[config.mk]
export PLATFORM = sky130hd
export DESIGN_NAME = spa_serial_port
export DESIGN_NICKNAME = d
export VERILOG_FILES = /design/src/verilog/spa_clk_div.v /design/src/verilog/spa_serial_port.v
export VERILOG_INCLUDE_DIRS = /design/src /design/src/verilog
export SDC_FILE = /design/constraint.sdc
export NUM_CORES = 1
export LEC_CHECK = 0
export BUFFER_PORTS_ARGS = -buffer_cell sky130_fd_sc_hd__buf_4
export CORE_AREA = 2 2 196 121
export CTS_CLUSTER_SIZE = 28
export DETAILED_ROUTE_END_ITERATION = 7
export DIE_AREA = 0 0 198 123
export PLACE_DENSITY_LB_ADDON = 0.12
export SLEW_MARGIN = 20
export SYNTH_ARGS = -nofsm -noshare
export SYNTH_HDL_FRONTEND = slang
export SYNTH_SLANG_ARGS = --single-unit
[constraint.sdc]
create_clock -name ref_clk -period 2.7 [get_ports ref_clk]
set_clock_uncertainty 0.1 [all_clocks]
set_input_delay 0.27 -clock ref_clk [delete_from_list [all_inputs] [get_ports ref_clk]]
set_output_delay 0.27 -clock ref_clk [all_outputs]
set_load 0.01 [all_outputs]
[src/verilog/spa_serial_map.vh]
/*
 * Register indices, field positions, reset values and divider counts
 * for the second serial port with address recognition.
 * Assumes byte address = 4 * index on a 32-bit bus.
 */
`ifndef SPA_SERIAL_MAP_VH
`define SPA_SERIAL_MAP_VH

// ==========================================
// Register indices
`define SPA_IDX_MASK_P0 8'hB9
`define SPA_IDX_MASK_P1 8'hBA
`define SPA_IDX_SLAVE_ADDR_P0_P0 8'hBB
`define SPA_IDX_SLAVE_ADDR_P0_P1 8'hBC
`define SPA_IDX_PWR_CTRL 8'hBD
`define SPA_IDX_BAUD_P1 8'hBE
`define SPA_IDX_CTRL_P1 8'hC0
`define SPA_IDX_BUF_P1 8'hC1
`define SPA_IDX_PWR_MGMT 8'hC4
`define SPA_IDX_STATUS 8'hC5

// ==========================================
// Serial control fields
`define SPA_CTL_MODE_HI 7
`define SPA_CTL_MODE_LO 6
`define SPA_CTL_MP_EN 5
`define SPA_CTL_RX_EN 4
`define SPA_CTL_TX_NINTH 3
`define SPA_CTL_RX_NINTH 2
`define SPA_CTL_TX_INT 1
`define SPA_CTL_RX_INT 0

// ==========================================
// Power control, clock divide and status fields
`define SPA_PC_DOUBLE 7
`define SPA_PC_FE_SEL 6
`define SPA_PM_CD_HI 7
`define SPA_PM_CD_LO 6
`define SPA_PM_SWB 5
`define SPA_ST_TXA1 3
`define SPA_ST_RXA1 2
`define SPA_ST_TXA0 1
`define SPA_ST_RXA0 0

// ==========================================
// Reset values
`define SPA_RST_REG8 8'h00
`define SPA_CD_DIV4 2'h1

// ==========================================
// Bit periods in reference clocks, frame lengths
`define SPA_M0_DIV_SLOW 13'h00C
`define SPA_M0_DIV_FAST 13'h004
`define SPA_M2_DIV_SLOW 13'h040
`define SPA_M2_DIV_FAST 13'h020
`define SPA_OVERSAMPLE_SH 4
`define SPA_BITS_M0 4'h8
`define SPA_BITS_M1 4'hA
`define SPA_BITS_M23 4'hB

`endif

[src/verilog/spa_clk_div.v]
/*
 * Clock-divide selection with switchback.
 * Assumes write strobe and data come from the register slave in the
 * same clock domain.
 */
`timescale 1ns/1ns
`default_nettype none
`include "spa_serial_map.vh"

module spa_clk_div (
    input wire ref_clk,
    input wire resetn,
    input wire wrEn,
    input wire [7:0] wrData,
    input wire anyActivity,
    input wire rxStart,
    output wire [1:0] clkDivSel,
    output wire switchbackEn
);
    reg [1:0] cdQ;
    reg swbQ;
    wire [1:0] newCd;
    wire cdBlocked;
    wire viaDiv4;

    assign newCd = {wrData[`SPA_PM_CD_HI], wrData[`SPA_PM_CD_LO]};
    assign cdBlocked = swbQ & anyActivity;
    // Slow-to-slow changes must pass through divide by four first
    assign viaDiv4 = (cdQ == `SPA_CD_DIV4) | (newCd == `SPA_CD_DIV4);
    assign clkDivSel = cdQ;
    assign switchbackEn = swbQ;

    always @(posedge ref_clk or negedge resetn) begin
        if (!resetn) begin
            cdQ <= `SPA_CD_DIV4;
            swbQ <= 1'b0;
        end else begin
            if (wrEn) begin
                swbQ <= wrData[`SPA_PM_SWB];
            end
            if (swbQ & rxStart) begin
                cdQ <= `SPA_CD_DIV4;
            end else if (wrEn & ~cdBlocked & viaDiv4) begin
                cdQ <= newCd;
            end
        end
    end
endmodule // spa_clk_div

`default_nettype wire

[src/verilog/spa_serial_port.v]
/*
 * Second serial port with automatic address recognition, activity
 * status and switchback, behind an AHB-Lite register slave.
 * Assumes the first serial port lives outside and reports its own
 * start and flag-set pulses; all inputs synchronous to ref_clk.
 */
// Local design decision: the AHB-Lite interface to the registers.
// Function
// - Compare address bits only where mask is one
// - All-zero mask accepts any address
// - Two mode bits pick three frame formats
// - Select bit turns bit 7 into framing error
// - Modes 2/3 multiproc: no RI when ninth zero
// - Mode 1 multiproc: RI only on valid stop
// - Mode 0: multiproc bit picks divide 12 or 4
// - Receive only while receive enable is one
// - Modes 2/3 send transmit ninth bit
// - Received ninth bit: ninth, stop, or unused
// - TI at eighth bit end or stop start
// - RI at eighth bit end or mid stop
// - Buffer: reads receive, writes transmit
// - Transmit activity until TI set by hardware
// - Receive activity until RI set by hardware (also dropped at a rejected or false frame)
// - Activity with switchback blocks divide changes
// - Reception with switchback forces divide by four
// - First port activity bits cleared by its flags
`timescale 1ns/1ns
`default_nettype none
`include "spa_serial_map.vh"

module spa_serial_port (
    input wire ref_clk,
    input wire resetn,
    input wire hsel,
    input wire [31:0] haddr,
    input wire [1:0] htrans,
    input wire hwrite,
    input wire [2:0] hsize,
    input wire [31:0] hwdata,
    input wire hready,
    output wire hreadyout,
    output wire [31:0] hrdata,
    output wire hresp,
    output wire txd,
    input wire rxdIn,
    output wire rxdOut,
    output wire rxdOe,
    input wire p0TxStart,
    input wire p0RxStart,
    input wire p0TiSet,
    input wire p0RiSet,
    input wire [7:0] p0RxAddr,
    output wire p0AddrMatch,
    output wire [1:0] clkDivSel
);
    // ==========================================
    // Shared decode
    function addrMatch;
        input [7:0] rxAddr;
        input [7:0] slave;
        input [7:0] mask;
        begin
            addrMatch = ~|((rxAddr ^ slave) & mask);
        end
    endfunction

    function [12:0] bitPeriod;
        input [1:0] mode;
        input mpEn;
        input dbl;
        input [7:0] div;
        begin
            case (mode)
                2'h0: bitPeriod = mpEn ? `SPA_M0_DIV_FAST : `SPA_M0_DIV_SLOW;
                2'h2: bitPeriod = dbl ? `SPA_M2_DIV_FAST : `SPA_M2_DIV_SLOW;
                default: bitPeriod = {({1'b0, div} + 9'h001), 4'h0};
            endcase
        end
    endfunction

    // ==========================================
    // AHB-Lite slave
    reg dphValidQ, dphWriteQ, dphMappedQ, rdDoneQ;
    reg [7:0] dphIdxQ;
    reg [7:0] rdDataQ;
    wire dphRead = dphValidQ & ~dphWriteQ;
    wire wrEn = dphValidQ & dphWriteQ & dphMappedQ;
    wire [7:0] wd = hwdata[7:0];

    // Reads take one wait state so a write just before is visible
    assign hreadyout = ~(dphRead & ~rdDoneQ);
    assign hrdata = {24'h00_0000, rdDataQ};
    assign hresp = 1'b0;

    always @(posedge ref_clk or negedge resetn) begin
        if (!resetn) begin
            dphValidQ <= 1'b0;
            dphWriteQ <= 1'b0;
            dphMappedQ <= 1'b0;
            dphIdxQ <= `SPA_RST_REG8;
            rdDoneQ <= 1'b0;
        end else begin
            rdDoneQ <= dphRead & ~rdDoneQ;
            if (hready) begin
                dphValidQ <= hsel & htrans[1];
                dphWriteQ <= hwrite;
                dphMappedQ <= ~|haddr[31:10];
                dphIdxQ <= haddr[9:2];
            end
        end
    end

    // ==========================================
    // Registers
    reg [7:0] maskP0Q, maskP1Q, saddrP0Q, saddrP1Q, baudQ, rxBufQ, pmrRdQ;
    reg modeHiQ, modeLoQ, mpEnQ, renQ, tb8Q, rb8Q, tiQ, riQ, feQ;
    reg dblQ, feSelQ;
    reg txa1Q, rxa1Q, txa0Q, rxa0Q;
    wire [1:0] mode = {modeHiQ, modeLoQ};
    wire ctrlWr = wrEn & (dphIdxQ == `SPA_IDX_CTRL_P1);
    wire bufWr = wrEn & (dphIdxQ == `SPA_IDX_BUF_P1);
    wire pmrWr = wrEn & (dphIdxQ == `SPA_IDX_PWR_MGMT);
    wire [12:0] period = bitPeriod(mode, mpEnQ, dblQ, baudQ);
    wire [12:0] halfPeriod = {1'b0, period[12:1]};
    wire swbEn;
    wire [7:0] ctrlRd = {feSelQ ? feQ : modeHiQ, modeLoQ, mpEnQ, renQ, tb8Q, rb8Q, tiQ, riQ};
    wire [7:0] statusRd = {4'h0, txa1Q, rxa1Q, txa0Q, rxa0Q};

    assign p0AddrMatch = addrMatch(p0RxAddr, saddrP0Q, maskP0Q);

    always @(posedge ref_clk or negedge resetn) begin
        if (!resetn) begin
            rdDataQ <= `SPA_RST_REG8;
        end else if (dphRead & ~rdDoneQ) begin
            rdDataQ <= `SPA_RST_REG8;
            if (dphMappedQ) begin
                case (dphIdxQ)
                    `SPA_IDX_MASK_P0: rdDataQ <= maskP0Q;
                    `SPA_IDX_MASK_P1: rdDataQ <= maskP1Q;
                    `SPA_IDX_SLAVE_ADDR_P0_P0: rdDataQ <= saddrP0Q;
                    `SPA_IDX_SLAVE_ADDR_P0_P1: rdDataQ <= saddrP1Q;
                    `SPA_IDX_PWR_CTRL: rdDataQ <= {dblQ, feSelQ, 6'h00};
                    `SPA_IDX_BAUD_P1: rdDataQ <= baudQ;
                    `SPA_IDX_CTRL_P1: rdDataQ <= ctrlRd;
                    `SPA_IDX_BUF_P1: rdDataQ <= rxBufQ;
                    `SPA_IDX_PWR_MGMT: rdDataQ <= pmrRdQ;
                    `SPA_IDX_STATUS: rdDataQ <= statusRd;
                    default: rdDataQ <= `SPA_RST_REG8;
                endcase
            end
        end
    end

    // ==========================================
    // Transmit engine
    localparam TX_IDLE = 2'b01;
    localparam TX_SHIFT = 2'b10;
    reg [1:0] txStateQ;
    reg [10:0] txShiftQ;
    reg [3:0] txLeftQ;
    reg [12:0] txTimerQ;
    reg txIntSet;
    wire txBitEnd = (txStateQ == TX_SHIFT) & (txTimerQ == 13'h0000);

    always @(posedge ref_clk or negedge resetn) begin
        if (!resetn) begin
            txStateQ <= TX_IDLE;
            txShiftQ <= 11'h7FF;
            txLeftQ <= 4'h0;
            txTimerQ <= 13'h0000;
        end else begin
            case (txStateQ)
                TX_IDLE: begin
                    if (bufWr) begin
                        txStateQ <= TX_SHIFT;
                        txTimerQ <= period - 13'h0001;
                        if (mode == 2'h0) begin
                            txShiftQ <= {3'h7, wd};
                            txLeftQ <= `SPA_BITS_M0;
                        end else if (mode == 2'h1) begin
                            txShiftQ <= {2'h3, wd, 1'b0};
                            txLeftQ <= `SPA_BITS_M1;
                        end else begin
                            txShiftQ <= {1'b1, tb8Q, wd, 1'b0};
                            txLeftQ <= `SPA_BITS_M23;
                        end
                    end
                end
                TX_SHIFT: begin
                    if (txBitEnd) begin
                        txShiftQ <= {1'b1, txShiftQ[10:1]};
                        txLeftQ <= txLeftQ - 4'h1;
                        txTimerQ <= period - 13'h0001;
                        if (txLeftQ == 4'h1) begin
                            txStateQ <= TX_IDLE;
                        end
                    end else begin
                        txTimerQ <= txTimerQ - 13'h0001;
                    end
                end
                default: txStateQ <= TX_IDLE;
            endcase
        end
    end

    // Mode 0 sets TI when the eighth bit ends, others as stop starts
    always @* begin
        txIntSet = 1'b0;
        if (txBitEnd) begin
            txIntSet = (mode == 2'h0) ? (txLeftQ == 4'h1) : (txLeftQ == 4'h2);
        end
    end

    // ==========================================
    // Receive engine
    localparam RX_IDLE = 2'b01;
    localparam RX_SHIFT = 2'b10;
    reg [1:0] rxStateQ;
    reg [10:0] rxShiftQ;
    reg [3:0] rxLeftQ, rxTotalQ;
    reg [12:0] rxTimerQ;
    reg rxPrevQ;
    reg rxIntSet, feSet, rxLoad, rxDone;
    reg [7:0] rxData;
    reg rxNinth;
    wire rxStartAsync = (rxStateQ == RX_IDLE) & renQ & (mode != 2'h0) & rxPrevQ & ~rxdIn;
    wire rxStartSync = (rxStateQ == RX_IDLE) & renQ & (mode == 2'h0) & ~riQ & ~txa1Q;
    wire rxSample = (rxStateQ == RX_SHIFT) & (rxTimerQ == 13'h0000);
    wire [10:0] rxNext = {rxdIn, rxShiftQ[10:1]};
    wire rxFalseStart = rxSample & (mode != 2'h0) & (rxLeftQ == rxTotalQ) & rxdIn;
    wire rxLast = rxSample & (rxLeftQ == 4'h1);

    always @(posedge ref_clk or negedge resetn) begin
        if (!resetn) begin
            rxStateQ <= RX_IDLE;
            rxShiftQ <= 11'h000;
            rxLeftQ <= 4'h0;
            rxTotalQ <= 4'h0;
            rxTimerQ <= 13'h0000;
            rxPrevQ <= 1'b1;
        end else begin
            rxPrevQ <= rxdIn;
            case (rxStateQ)
                RX_IDLE: begin
                    if (rxStartAsync | rxStartSync) begin
                        rxStateQ <= RX_SHIFT;
                        rxShiftQ <= 11'h000;
                        // Async samples mid-bit, sync at each bit end
                        rxTimerQ <= rxStartSync ? period - 13'h0001 : halfPeriod - 13'h0001;
                        if (mode == 2'h0) begin
                            rxLeftQ <= `SPA_BITS_M0;
                            rxTotalQ <= `SPA_BITS_M0;
                        end else if (mode == 2'h1) begin
                            rxLeftQ <= `SPA_BITS_M1;
                            rxTotalQ <= `SPA_BITS_M1;
                        end else begin
                            rxLeftQ <= `SPA_BITS_M23;
                            rxTotalQ <= `SPA_BITS_M23;
                        end
                    end
                end
                RX_SHIFT: begin
                    if (rxSample) begin
                        rxShiftQ <= rxNext;
                        rxLeftQ <= rxLeftQ - 4'h1;
                        rxTimerQ <= period - 13'h0001;
                        if (rxFalseStart | rxLast) begin
                            rxStateQ <= RX_IDLE;
                        end
                    end else begin
                        rxTimerQ <= rxTimerQ - 13'h0001;
                    end
                end
                default: rxStateQ <= RX_IDLE;
            endcase
        end
    end

    // Frame completion and acceptance
    always @* begin
        rxIntSet = 1'b0;
        feSet = 1'b0;
        rxLoad = 1'b0;
        rxDone = rxFalseStart;
        rxData = rxNext[10:3];
        rxNinth = 1'b0;
        if (rxLast) begin
            rxDone = 1'b1;
            case (mode)
                2'h0: begin
                    rxLoad = 1'b1;
                    rxIntSet = 1'b1;
                end
                2'h1: begin
                    rxData = rxNext[9:2];
                    rxNinth = rxNext[10];
                    feSet = ~rxNext[10];
                    rxLoad = ~mpEnQ | rxNext[10];
                    rxIntSet = rxLoad;
                end
                default: begin
                    rxData = rxNext[8:1];
                    rxNinth = rxNext[9];
                    feSet = ~rxNext[10];
                    // Multiproc frames with ninth set are addresses
                    rxLoad = ~mpEnQ | (rxNinth & addrMatch(rxData, saddrP1Q, maskP1Q));
                    rxIntSet = rxLoad;
                end
            endcase
        end
    end

    // ==========================================
    // Register updates; hardware sets win over software clears
    always @(posedge ref_clk or negedge resetn) begin
        if (!resetn) begin
            maskP0Q <= `SPA_RST_REG8;
            maskP1Q <= `SPA_RST_REG8;
            saddrP0Q <= `SPA_RST_REG8;
            saddrP1Q <= `SPA_RST_REG8;
            baudQ <= `SPA_RST_REG8;
            rxBufQ <= `SPA_RST_REG8;
            pmrRdQ <= `SPA_RST_REG8;
            {modeHiQ, modeLoQ, mpEnQ, renQ, tb8Q, rb8Q, tiQ, riQ} <= `SPA_RST_REG8;
            feQ <= 1'b0;
            dblQ <= 1'b0;
            feSelQ <= 1'b0;
        end else begin
            if (wrEn) begin
                case (dphIdxQ)
                    `SPA_IDX_MASK_P0: maskP0Q <= wd;
                    `SPA_IDX_MASK_P1: maskP1Q <= wd;
                    `SPA_IDX_SLAVE_ADDR_P0_P0: saddrP0Q <= wd;
                    `SPA_IDX_SLAVE_ADDR_P0_P1: saddrP1Q <= wd;
                    `SPA_IDX_BAUD_P1: baudQ <= wd;
                    `SPA_IDX_PWR_CTRL: begin
                        dblQ <= wd[`SPA_PC_DOUBLE];
                        feSelQ <= wd[`SPA_PC_FE_SEL];
                    end
                    default: begin
                    end
                endcase
            end
            pmrRdQ <= {clkDivSel, swbEn, 5'h00};
            if (ctrlWr) begin
                if (!feSelQ) begin
                    modeHiQ <= wd[`SPA_CTL_MODE_HI];
                end
                modeLoQ <= wd[`SPA_CTL_MODE_LO];
                mpEnQ <= wd[`SPA_CTL_MP_EN];
                renQ <= wd[`SPA_CTL_RX_EN];
                tb8Q <= wd[`SPA_CTL_TX_NINTH];
            end
            if (rxLoad & (mode != 2'h0)) begin
                rb8Q <= rxNinth;
            end else if (ctrlWr) begin
                rb8Q <= wd[`SPA_CTL_RX_NINTH];
            end
            tiQ <= txIntSet | (ctrlWr ? wd[`SPA_CTL_TX_INT] : tiQ);
            riQ <= rxIntSet | (ctrlWr ? wd[`SPA_CTL_RX_INT] : riQ);
            feQ <= feSet | ((ctrlWr & feSelQ) ? wd[`SPA_CTL_MODE_HI] : feQ);
            if (rxLoad) begin
                rxBufQ <= rxData;
            end
        end
    end

    // ==========================================
    // Activity status and clock divide
    always @(posedge ref_clk or negedge resetn) begin
        if (!resetn) begin
            {txa1Q, rxa1Q, txa0Q, rxa0Q} <= 4'h0;
        end else begin
            txa1Q <= ~txIntSet & (txa1Q | (bufWr & (txStateQ == TX_IDLE)));
            // Also dropped on a rejected or false frame so it cannot stick
            rxa1Q <= ~(rxIntSet | rxDone) & (rxa1Q | rxStartAsync | rxStartSync);
            txa0Q <= ~p0TiSet & (txa0Q | p0TxStart);
            rxa0Q <= ~p0RiSet & (rxa0Q | p0RxStart);
        end
    end

    spa_clk_div uClkDiv (
        .ref_clk(ref_clk),
        .resetn(resetn),
        .wrEn(pmrWr),
        .wrData(wd),
        .anyActivity(txa1Q | rxa1Q | txa0Q | rxa0Q),
        .rxStart(rxStartAsync | rxStartSync | p0RxStart),
        .clkDivSel(clkDivSel),
        .switchbackEn(swbEn)
    );

    // ==========================================
    // Pins: mode 0 puts data on rxd and shift clock on txd
    wire m0 = (mode == 2'h0);
    wire txClkLow = (txStateQ == TX_SHIFT) & (txTimerQ >= halfPeriod);
    wire rxClkLow = (rxStateQ == RX_SHIFT) & (rxTimerQ >= halfPeriod);
    assign txd = m0 ? ~(txClkLow | rxClkLow) : ((txStateQ == TX_SHIFT) ? txShiftQ[0] : 1'b1);
    assign rxdOut = txShiftQ[0];
    assign rxdOe = m0 & (txStateQ == TX_SHIFT);
endmodule // spa_serial_port

`default_nettype wire
==> results of run 1 <==
[final cells by class]
| class | count | area [um2] | share of cell area |
|---|---|---|---|
| Multi-Input combinational cell | 709 | 5010 | 0.440 |
| Clock buffer | 25 | 485 | 0.0426 |
| Timing Repair Buffer | 192 | 1540 | 0.135 |
| Clock inverter | 7 | 119 | 0.0104 |
| Sequential cell | 150 | 3770 | 0.331 |
| Tap cell | 315 | 394 | 0.0346 |
| Inverter | 22 | 82.6 | 0.00724 |
[tightest hold or removal path: stages]
cell and delay, ns:
buf_4 0.08, nor4b_1 0.03, nand4_1 0.07, o22ai_1 0.07
[layout by cell type, fill, tap and decap left out, types with 21 or more instances in the layout]
| cell | count |
|---|---|
| buf_4 | 167 |
| dfrtp_1 | 134 |
| nand2_1 | 93 |
| o21ai_0 | 74 |
| mux2_2 | 60 |
| nor2_1 | 58 |
| a21oi_1 | 42 |
| mux2i_1 | 30 |
| conb_1 | 25 |
| xor2_1 | 24 |
| ha_1 | 24 |
| inv_1 | 21 |
[kinds of logic (layout without fill, tap and decap cells)]
group / count (synthesis) / in the layout / synth area share
mux: 97 / 97 / 0.121
other cells: 1 / 25 / 0.000420
xor+xnor: 34 / 34 / 0.0333
fa+ha+maj: 31 / 31 / 0.0434
simple gates: 298 / 298 / 0.169
compound gates: 224 / 224 / 0.162
flops: 150 / 150 / 0.422
buf+inv: 86 / 246 / 0.0489
[sequential cells by signal, indices dropped and copies added (netlist names), 2 cells and up]
name,flops
uClkDiv.clkDivSel,2
rdDataQ,8
maskP1Q,8
txShiftQ,10
rxTimerQ,13
rxStateQ,2
saddrP1Q,8
txTimerQ,13
baudQ,8
pmrRdQ,3
rxTotalQ,3
txLeftQ,4
rxLeftQ,4
maskP0Q,8
txStateQ,2
saddrP0Q,8
rxShiftQ,9
dphIdxQ,8
rxBufQ,8
[power by group]
group          total [mW]  internal (mW)  switching [mW]  leakage, nW
Clock                2.49           1.53           0.962        0.288
Combinational       0.475          0.220           0.255         2.84
Sequential           2.35           2.30          0.0503         1.88
Total                5.32           4.05            1.27         5.01
[what timing repair did]
item | CTS | global route
endpoints found under the hold margin | 74 | 0
buffers inserted | 3 | 3
endpoints found under the setup margin | 1 | 12
gates resized for setup | 13 | 20
pin swaps | 13 | 19
hold buffers | 20 | 0
[stage by stage]
step                instance area [um2]   util
floorplan                          9050      -
global placement                  10400  0.457
detailed placement                10400  0.457
CTS                               11200  0.496
global route                      11400  0.504
finish                            11400  0.504
[layer usage]
| metal | GRT usage | vias to the layer above | routed length, um |
|---|---|---|---|
| met4 | 0.0648 | 0 | 282 |
| met5 | 0 | - | 0 |
| met3 | 0.0570 | 21 | 2080 |
| met1 | 0.400 | 3748 | 15200 |
| li1 | - | 3664 | - |
| met2 | 0.293 | 229 | 10200 |
[how the worst max path moves through the flow]
stage               end  depth (start not counted)  slack, ns     start
floorplan           txd                         12      0.003   modeLoQ
global placement    txd                         10      -0.21  baudQ[0]
detailed placement  txd                         11      -0.21  baudQ[0]
CTS                 txd                         10      -0.58  baudQ[0]
global route        txd                         11      -0.77  baudQ[1]
finish              txd                         11      -0.62  baudQ[1]
==> out/summary.txt, run 1 <==
Status - finished, violations left
Failing checks - negative setup slack
CTS Sinks - 150
Setup_tns - -0.623 ns
Die ar. - 24400 um2
Max Fclk - 0.301 GHz
Area growth, synth to finish - 27.7%
DR WL/cell - 19.6 um
Hold Path Sink - dphMappedQ
Clock buffer depth - 2
Remaining global-route overflow - 0
Die Y-Extent - 123 um
Asr flop ratio synth - 1.00
Layout cells sized above 1 - 0.292
Lkg Pwr - 5.01 nW
Gr usage total - 0.240
Vias in the first global route - 7234
Max Cap Viol - 0
Final min period - 3.32 ns
I/O pins - 127
Synth area leaders - dfrtp_1 38%, mux2_2 7.6%, ha_1 4.3%, o21ai_0 4.3%, dfstp_2 4.1%
Chip Width - 198 um
Placeable core area - 22700 um2
Synth Flop Type - dfrtp_1
Final GP Congestion - 0.879
Synth area leader - dfrtp_1
Yosys warning count - 0
Vias per inst - 5.40
Reg2reg end - rb8Q
Iteration-0 DRC Markers - 562
WP buf/inv - 1
Antenna diodes - 0
R2R depth - 9
Hold path depth - 4
Worst path arrival time - 2.95 ns
CP Class - flop to output pin
PD cells - 466 nW/um2
Largest net degree at the start of global routing - 64
First-pass DRT Iterations - 4
Total Power - 5.32 mW
Final Max Slew Viols - 0
Worst EP required - 2.33 ns
CP startpoint kind - flop
Hold Fails Final Rpt - 0
Mapped Cells - 921
Slowest CP cell - dfrtp_2
Register area share after synthesis - 0.422
PortBufs - 71
Hold Path Class - input port to flop
Peak supply drop - 0.436 mV
Most frequent cell after synthesis - dfrtp_1
Worst skew pair latency - 0.44 ns
Synth top area share - 0.381
Hold_sp - haddr[11]
Reg2reg start - rxTimerQ[0]
Cell Area, Synth - 8930 um2
Setup slack, reg-to-reg - 0.13 ns
Synth cell count leaders - 136 x dfrtp_1, 95 x nand2_1, 76 x o21ai_0
Antenna violations before repair - 1
WHS - 0.0297 ns
Max FO, Critical Path - 4
H-tree levels - 4
Cts bufs inserted - 17
Slew HR - 0.471
CTS root buf - clkbuf_16
Vias - 7662
Yosys cell types - 73
Pre-CTS setup slack - -0.211 ns
CTS tree - yes
Period Utilization, post-route - 1.23
Final setup margin - -0.623 ns
Clk slew on worst S/H paths - 0.06 ns
Crit path cell chain - ha_4, xor2_2, a22oi_2, ha_1, nand4_1, nor3_2, a211oi_2, o221ai_1, a41o_1, a32oi_2, buf_4
Fill cell count - 2138
Crit end category - output pin
Worst path max stage delay - 0.44 ns
Final HPWL DP - 20.6 mm
Initial Utilization - 0.394
Final ANT Viol Nets - 0
#FFs+latches synth - 150
Final setup vio count - 1
Site Rows - 43
Final Non-Filler Cells - 1420
RSZ-0062 raised after global routing - true
Tightest Pin Transition - 0.793 ns
Global-route wire length before repair - 43.1 mm
# placed instances - 1362
Syn_area_per_cell - 9.70 um2
Post-synth EDFFs - 0
Drt drc - 0
Delay-heaviest family, CP - compound AO/OA/AOI/OAI gates
Routed WL - 27.8 mm
Layout Nets - 1210
(Power assumes the default switching activity.)
==> run 2, diff against run 1 <==
- MAX_ROUTING_LAYER: unset -> met4
- clock period: 2.7 -> 3.2 ns (I/O delays scaled with it)
==> run 2 against run 1 <==
Compared with the run above: the flow still finishes with violations (negative setup slack); die area is the same; routed wire length decreased by 1.5%; combinational power down 17%; global-route usage rose by 0.52 points; sequential power is 16% lower; utilization shrank 1.5 points; non-clock buffer count decreased by 48; highest routed layer unchanged.
==> out/summary.txt, run 2 (synthesis results as in run 1) <==
Hold path depth - 2 (-2)
Die Y-Extent - 123 um (unchanged)
Vias in the first global route - 7108 (-1.7%)
Vias - 7561 (-1.3%)
Layout Nets - 1162 (-4.0%)
Remaining global-route overflow - 0 (unchanged)
Layout cells sized above 1 - 0.272 (-0.0208)
Hold Path Class - input port to flop
Antenna violations before repair - 0 (-1)
Cts bufs inserted - 17 (unchanged)
CP Class - flop to output pin
Drt drc - 0 (unchanged)
Commonest non-fill, non-tap cells in the layout - 132 x dfrtp_1, 125 x buf_4, 93 x nand2_1
Hold Path Sink - dphIdxQ[6]
First-pass DRT Iterations - 6 (+2)
Largest net degree at the start of global routing - 70 (+9.4%)
Hold_sp - haddr[8]
Util after Layout - 0.488 (-0.0155)
# placed instances - 1314 (-3.5%)
Status - finished, violations left
Final min period - 3.29 ns
H-tree levels - 4 (unchanged)
Area growth, synth to finish - 23.8%
Routed WL - 27.4 mm (-1.5%)
Top Registers - rxTimerQ x13, txTimerQ x13, txShiftQ x10
Total Power - 4.51 mW (-15%)
DR WL/cell - 20.0 um (+1.9%)
Iteration-0 DRC Markers - 578 (+2.8%)
Setup_tns - -0.0928 ns (+0.531 ns)
I/O pins - 127 (unchanged)
Most common cell after layout, fill and taps aside - dfrtp_1
Final ANT Viol Nets - 0 (unchanged)
Reg area - 3780 um2 (about the same)
Global-route wire length before repair - 42.9 mm (-0.61%)
Clk slew on worst S/H paths - 0.07 ns (about the same)
Placeable core area - 22700 um2 (unchanged)
Hold Fails Final Rpt - 0 (unchanged)
Setup slack, reg-to-reg - 0.39 ns (+0.26 ns)
Worst skew pair latency - 0.44 ns (about the same)
Crit end category - output pin
Final HPWL DP - 20.3 mm (-1.5%)
Max Cap Viol - 0 (unchanged)
RSZ-0062 raised after global routing - true
Period Utilization, post-route - 1.03
Site Rows - 43 (unchanged)
Initial Utilization - 0.394 (unchanged)
Max Fclk - 0.304 GHz
Final setup margin - -0.0928 ns (+0.531 ns)
Fill cell count - 2151 (+0.61%)
Lkg Pwr - 4.81 nW (-4.1%)
Failing checks - negative setup slack
CTS Sinks - 150 (unchanged)
WHS - 0.0211 ns (-0.00858 ns)
PD cells - 408 nW/um2 (-12%)
Worst EP required - 2.78 ns (+0.45 ns)
Chip Width - 198 um (unchanged)
Area of the multi-input gates - 5040 um2 (+0.42%)
Final Max Slew Viols - 0 (unchanged)
Clock buffer depth - 2 (unchanged)
Reg2reg end - rxTimerQ[11]
Final Non-Filler Cells - 1372 (-3.4%)
Tightest Pin Transition - 0.762 ns (-0.0310 ns)
Reg2reg start - baudQ[0]
Final GP Congestion - 0.881 (+0.23%)
Vias per inst - 5.51 (+2.1%)
CTS root buf - clkbuf_16
CTS tree - yes
R2R depth - 8 (-1)
Die ar. - 24400 um2 (unchanged)
Peak supply drop - 0.381 mV (-13%)
Gr usage total - 0.245 (+0.00522)
PortBufs - 71 (unchanged)
Worst path arrival time - 2.87 ns (-0.08 ns)
Slew HR - 0.491 (+0.0196)
Max FO, Critical Path - 4 (unchanged)
Final setup vio count - 1 (unchanged)
Antenna diodes - 0 (unchanged)
CP startpoint kind - flop
==> run 2: area by class of cell <==
cell class                      instances  area share
Tap cell                              315      0.0356
Clock buffer                           19      0.0410
Timing Repair Buffer                  144       0.103
Inverter                               22     0.00747
Sequential cell                       150       0.342
Clock inverter                         13      0.0156
Multi-Input combinational cell        709       0.456
==> run 2: layer usage <==
layer  track usage  wire length, um  up-vias
li1              -                -     3568
met3        0.0597             2030       16
met1         0.395            15000     3742
met4        0.0522              220        0
met5             -                0        -
met2         0.296            10200      235
==> run 2: worst max-delay path, stage by stage, from the launching register on <==
cell and delay (ns):
dfrtp_2 0.42, nand4_1 0.14, or2_4 0.31, xnor2_4 0.16, nand2_2 0.11, buf_4 0.15
ha_1 0.31, a21oi_2 0.15, o221ai_1 0.12, a41o_1 0.22, a32oi_2 0.20, buf_4 0.15
==> run 2: timing repair <==
item                                    in CTS  in global routing
resized for setup                           31                 11
hold endpoints to repair                    78                  0
hold buffers                                16                  0
endpoints found under the setup margin       1                  1
buffers inserted                             8                  2
pin swaps                                   18                  9
==> run 2: report_power, final <==
part / total (mW) / leakage [nW] / switching [mW] / internal (mW)
registers: 1.98 / 1.88 / 0.0436 / 1.94
logic: 0.393 / 2.63 / 0.216 / 0.178
clock network: 2.13 / 0.298 / 0.857 / 1.28
==> run 2: stage by stage <==
stage | setup WS (ns) | instance area, um2
4_1_cts | -0.103 | 11000
3_5_place_dp | 0.0847 | 9960
6_report | -0.0928 | 11100
2_1_floorplan | 0.221 | 9020
3_3_place_gp | 0.152 | 9960
5_1_grt | -0.268 | 11100
==> run 2: worst max path at each step <==
stage,from,end,slack [ns],cells past startpoint
after floorplan,modeLoQ,txd,0.22,11
after global placement,baudQ[0],txd,0.15,11
after detailed placement,baudQ[0],txd,0.08,11
after CTS,baudQ[0],txd,-0.10,11
after global routing,baudQ[0],txd,-0.27,11
final,baudQ[1],txd,-0.09,11
==> run 3, diff against run 2 <==
- CORE_AREA: 2 2 196 121 -> 5 5 199 124
- DIE_AREA: 0 0 198 123 -> 0 0 204 129
- TNS_END_PERCENT: unset -> 5
==> run 3 against run 2 <==
Compared with the run above: the run still ends with negative setup slack left; worst setup slack worse by 0.069 ns; utilization fell by 0.20 points; register-to-register slack got worse by 0.18 ns; routed wire length up 0.95%; sequential share of layout area up 0.15 points; non-clock buffer count fell by 2; first-iteration DRC count up 2.9%; via count down 1.2%; largest cell class unchanged.
==> out/summary.txt, run 3 (synthesis results as in run 1) <==
Worst skew pair latency - 0.44 ns (about the same)
PortBufs - 71 (unchanged)
P_sw - 1.06 mW (-4.6%)
Antenna violations before repair - 0 (unchanged)
Worst path max stage delay - 0.45 ns (+0.03 ns)
Hold Fails Final Rpt - 0 (unchanged)
Peak supply drop - 0.349 mV (-8.5%)
H-tree levels - 4 (unchanged)
Layout cells sized above 1 - 0.265 (-0.00612)
Most common cell after layout, fill and taps aside - dfrtp_1
Slowest CP cell - dfrtp_2
GR Util met1 - 0.371 (-0.0237)
Clk slew on worst S/H paths - 0.06 ns (about the same)
Site Rows - 43 (unchanged)
Final GP Congestion - 0.916 (+4.0%)
Lkg Pwr - 4.79 nW (-0.36%)
Initial Utilization - 0.394 (unchanged)
Period Utilization, post-route - 1.05 (+0.0215)
Worst path arrival time - 2.94 ns (+0.07 ns)
Cts bufs inserted - 17 (unchanged)
CTS Sinks - 150 (unchanged)
GRT busiest layer - met1
Gr usage total - 0.225 (-0.0207)
Max Cap Viol - 0 (unchanged)
Crit end category - output pin
Final Max Slew Viols - 0 (unchanged)
Final min period - 3.36 ns (+0.0688 ns)
Seq pwr share - 0.437 (-0.003)
Tightest Pin Transition - 0.794 ns (+0.0319 ns)
Remaining global-route overflow - 0 (unchanged)
Placeable core area - 22700 um2 (unchanged)
Cell internal pwr - 3.48 mW (+2.5%)
Top Registers - rxTimerQ x13, txTimerQ x13, txShiftQ x10
CTS tree - yes
Final setup margin - -0.162 ns (-0.0688 ns)
Largest net degree at the start of global routing - 57 (-19%)
Vias - 7468 (-1.2%)
Vias per inst - 5.45 (-1.1%)
Area growth, synth to finish - 23.3%
Max Fclk - 0.297 GHz (-2.0%)
CP startpoint kind - flop
Die ar. - 26300 um2 (+8.1%)
Final Cell Area - 11000 um2 (-0.42%)
Clock share of power - 0.477 (+0.004)
Die Y-Extent - 129 um (+4.9%)
Global-route wire length before repair - 43.9 mm (+2.4%)
Util after Layout - 0.486 (-0.00204)
WP buf/inv - 1 (-1)
Switch share - 0.234 (-0.0131)
CP Class - flop to output pin
Iteration-0 DRC Markers - 595 (+2.9%)
Hold Path Class - input port to flop
Final HPWL DP - 20.3 mm (about the same)
Max FO, Critical Path - 4 (unchanged)
Crit path cell chain - ha_4, xor2_4, a22oi_2, ha_1, nand4_1, nor3_2, a211oi_2, o221ai_1, a41o_1, a32oi_2, buf_4
Final setup vio count - 1 (unchanged)
Drt drc - 0 (unchanged)
First-pass DRT Iterations - 5 (-1)
Worst EP required - 2.78 ns (about the same)
Met2 Use GR - 0.267 (-0.0291)
CTS root buf - clkbuf_16
Antenna diodes - 0 (unchanged)
Vias in the first global route - 7208 (+1.4%)
Clock buffer depth - 2 (unchanged)
Status - finished, violations left
Layout Nets - 1160 (-0.17%)
I/O pins - 127 (unchanged)
Failing checks - negative setup slack
Gate power share - 0.086 (about the same)
PD cells - 413 nW/um2 (+1.1%)
Slew HR - 0.471 (-0.0202)
Final ANT Viol Nets - 0 (unchanged)
Met3 Track Usage GR - 0.0453 (-0.0144)
Chip Width - 204 um (+3.0%)
Routed WL - 27.7 mm (+0.95%)
Placed Instance Area - 9930 um2 (-0.30%)
DR WL/cell - 20.2 um (+1.1%)
RSZ-0062 raised after global routing - true
Delay-heaviest family, CP - compound AO/OA/AOI/OAI gates
Commonest non-fill, non-tap cells in the layout - 131 x dfrtp_1, 122 x buf_4, 93 x nand2_1
==> run 3: timing repair <==
item,CTS,global route
cloned,0,0
hold endpoints to repair,56,0
hold buffers,16,0
setup endpoints to repair,1,1
pin swaps,12,17
buffers inserted,10,2
gates resized for setup,26,13
==> run 3: stage by stage <==
step / cells / hold slack [ns] / setup TNS (ns) / power, mW / worst slack (ns)
final: 1370 / 0.0203 / -0.162 / 4.54 / -0.162
after global routing: 1370 / 0.0151 / -0.245 / 4.71 / -0.245
after CTS: 1368 / 0.00352 / -0.128 / 4.58 / -0.128
after detailed placement: 1310 / 0.197 / 0 / 2.37 / 0.0847
after global placement: 1310 / 0.191 / 0 / 2.37 / 0.138
after floorplan: 945 / -0.0756 / 0 / 2.20 / 0.221
==> run 3: path summary, 6_finish.rpt <==
check | from | to | slack, ns | depth (start not counted)
worst max-delay path | baudQ[1] | txd | -0.16 | 11
worst min-delay path | haddr[9] | dphIdxQ[7] | 0.02 | 2
worst max register to register | baudQ[1] | rxTimerQ[11] | 0.21 | 9
worst min register to register | uClkDiv.clkDivSel[0] | pmrRdQ[6] | 0.33 | 0
max in group asynchronous | resetn | txShiftQ[5] | 1.91 | 3
min in group asynchronous | resetn | rxShiftQ[4] | 0.30 | 2
==> run 3: layer usage <==
layer  wire length (um)  vias up  share of wire
met5                  0        -              0
met4                301        0          0.011
met3               1940       19          0.070
met2              10300      230           0.37
met1              15100     3657           0.54
li1                   -     3562              -
==> run 3: final cells by class <==
cell class | instances | area (um2)
clock buffers | 23 | 478
fillers | 2107 | 11600
flip-flops and latches | 150 | 3780
well taps | 315 | 394
multi-input cells | 709 | 4990
clock inverters | 9 | 150
repair buffers | 142 | 1130
inverters | 22 | 82.6
==> run 3: worst register-to-register path, delay by kind of cell (launching register included) <==
family	cells	cell delay (ns)
adders and majority gates	1	0.20
and+or+nand+nor	4	1.23
DFF	1	0.45
AOI/OAI and AO/OA	1	0.18
buffers and inverters	1	0.14
xor gates and xnor gates	2	0.56
==> run 3: power by group through the flow <==
stage          registers (mW)  logic [mW]  clock network, mW
6_report                 1.99       0.388               2.17
5_1_grt                  1.99       0.428               2.30
4_1_cts                  1.98       0.383               2.22
3_5_place_dp             2.02       0.354                  0
3_3_place_gp             2.02       0.351                  0
2_1_floorplan            2.00       0.199                  0
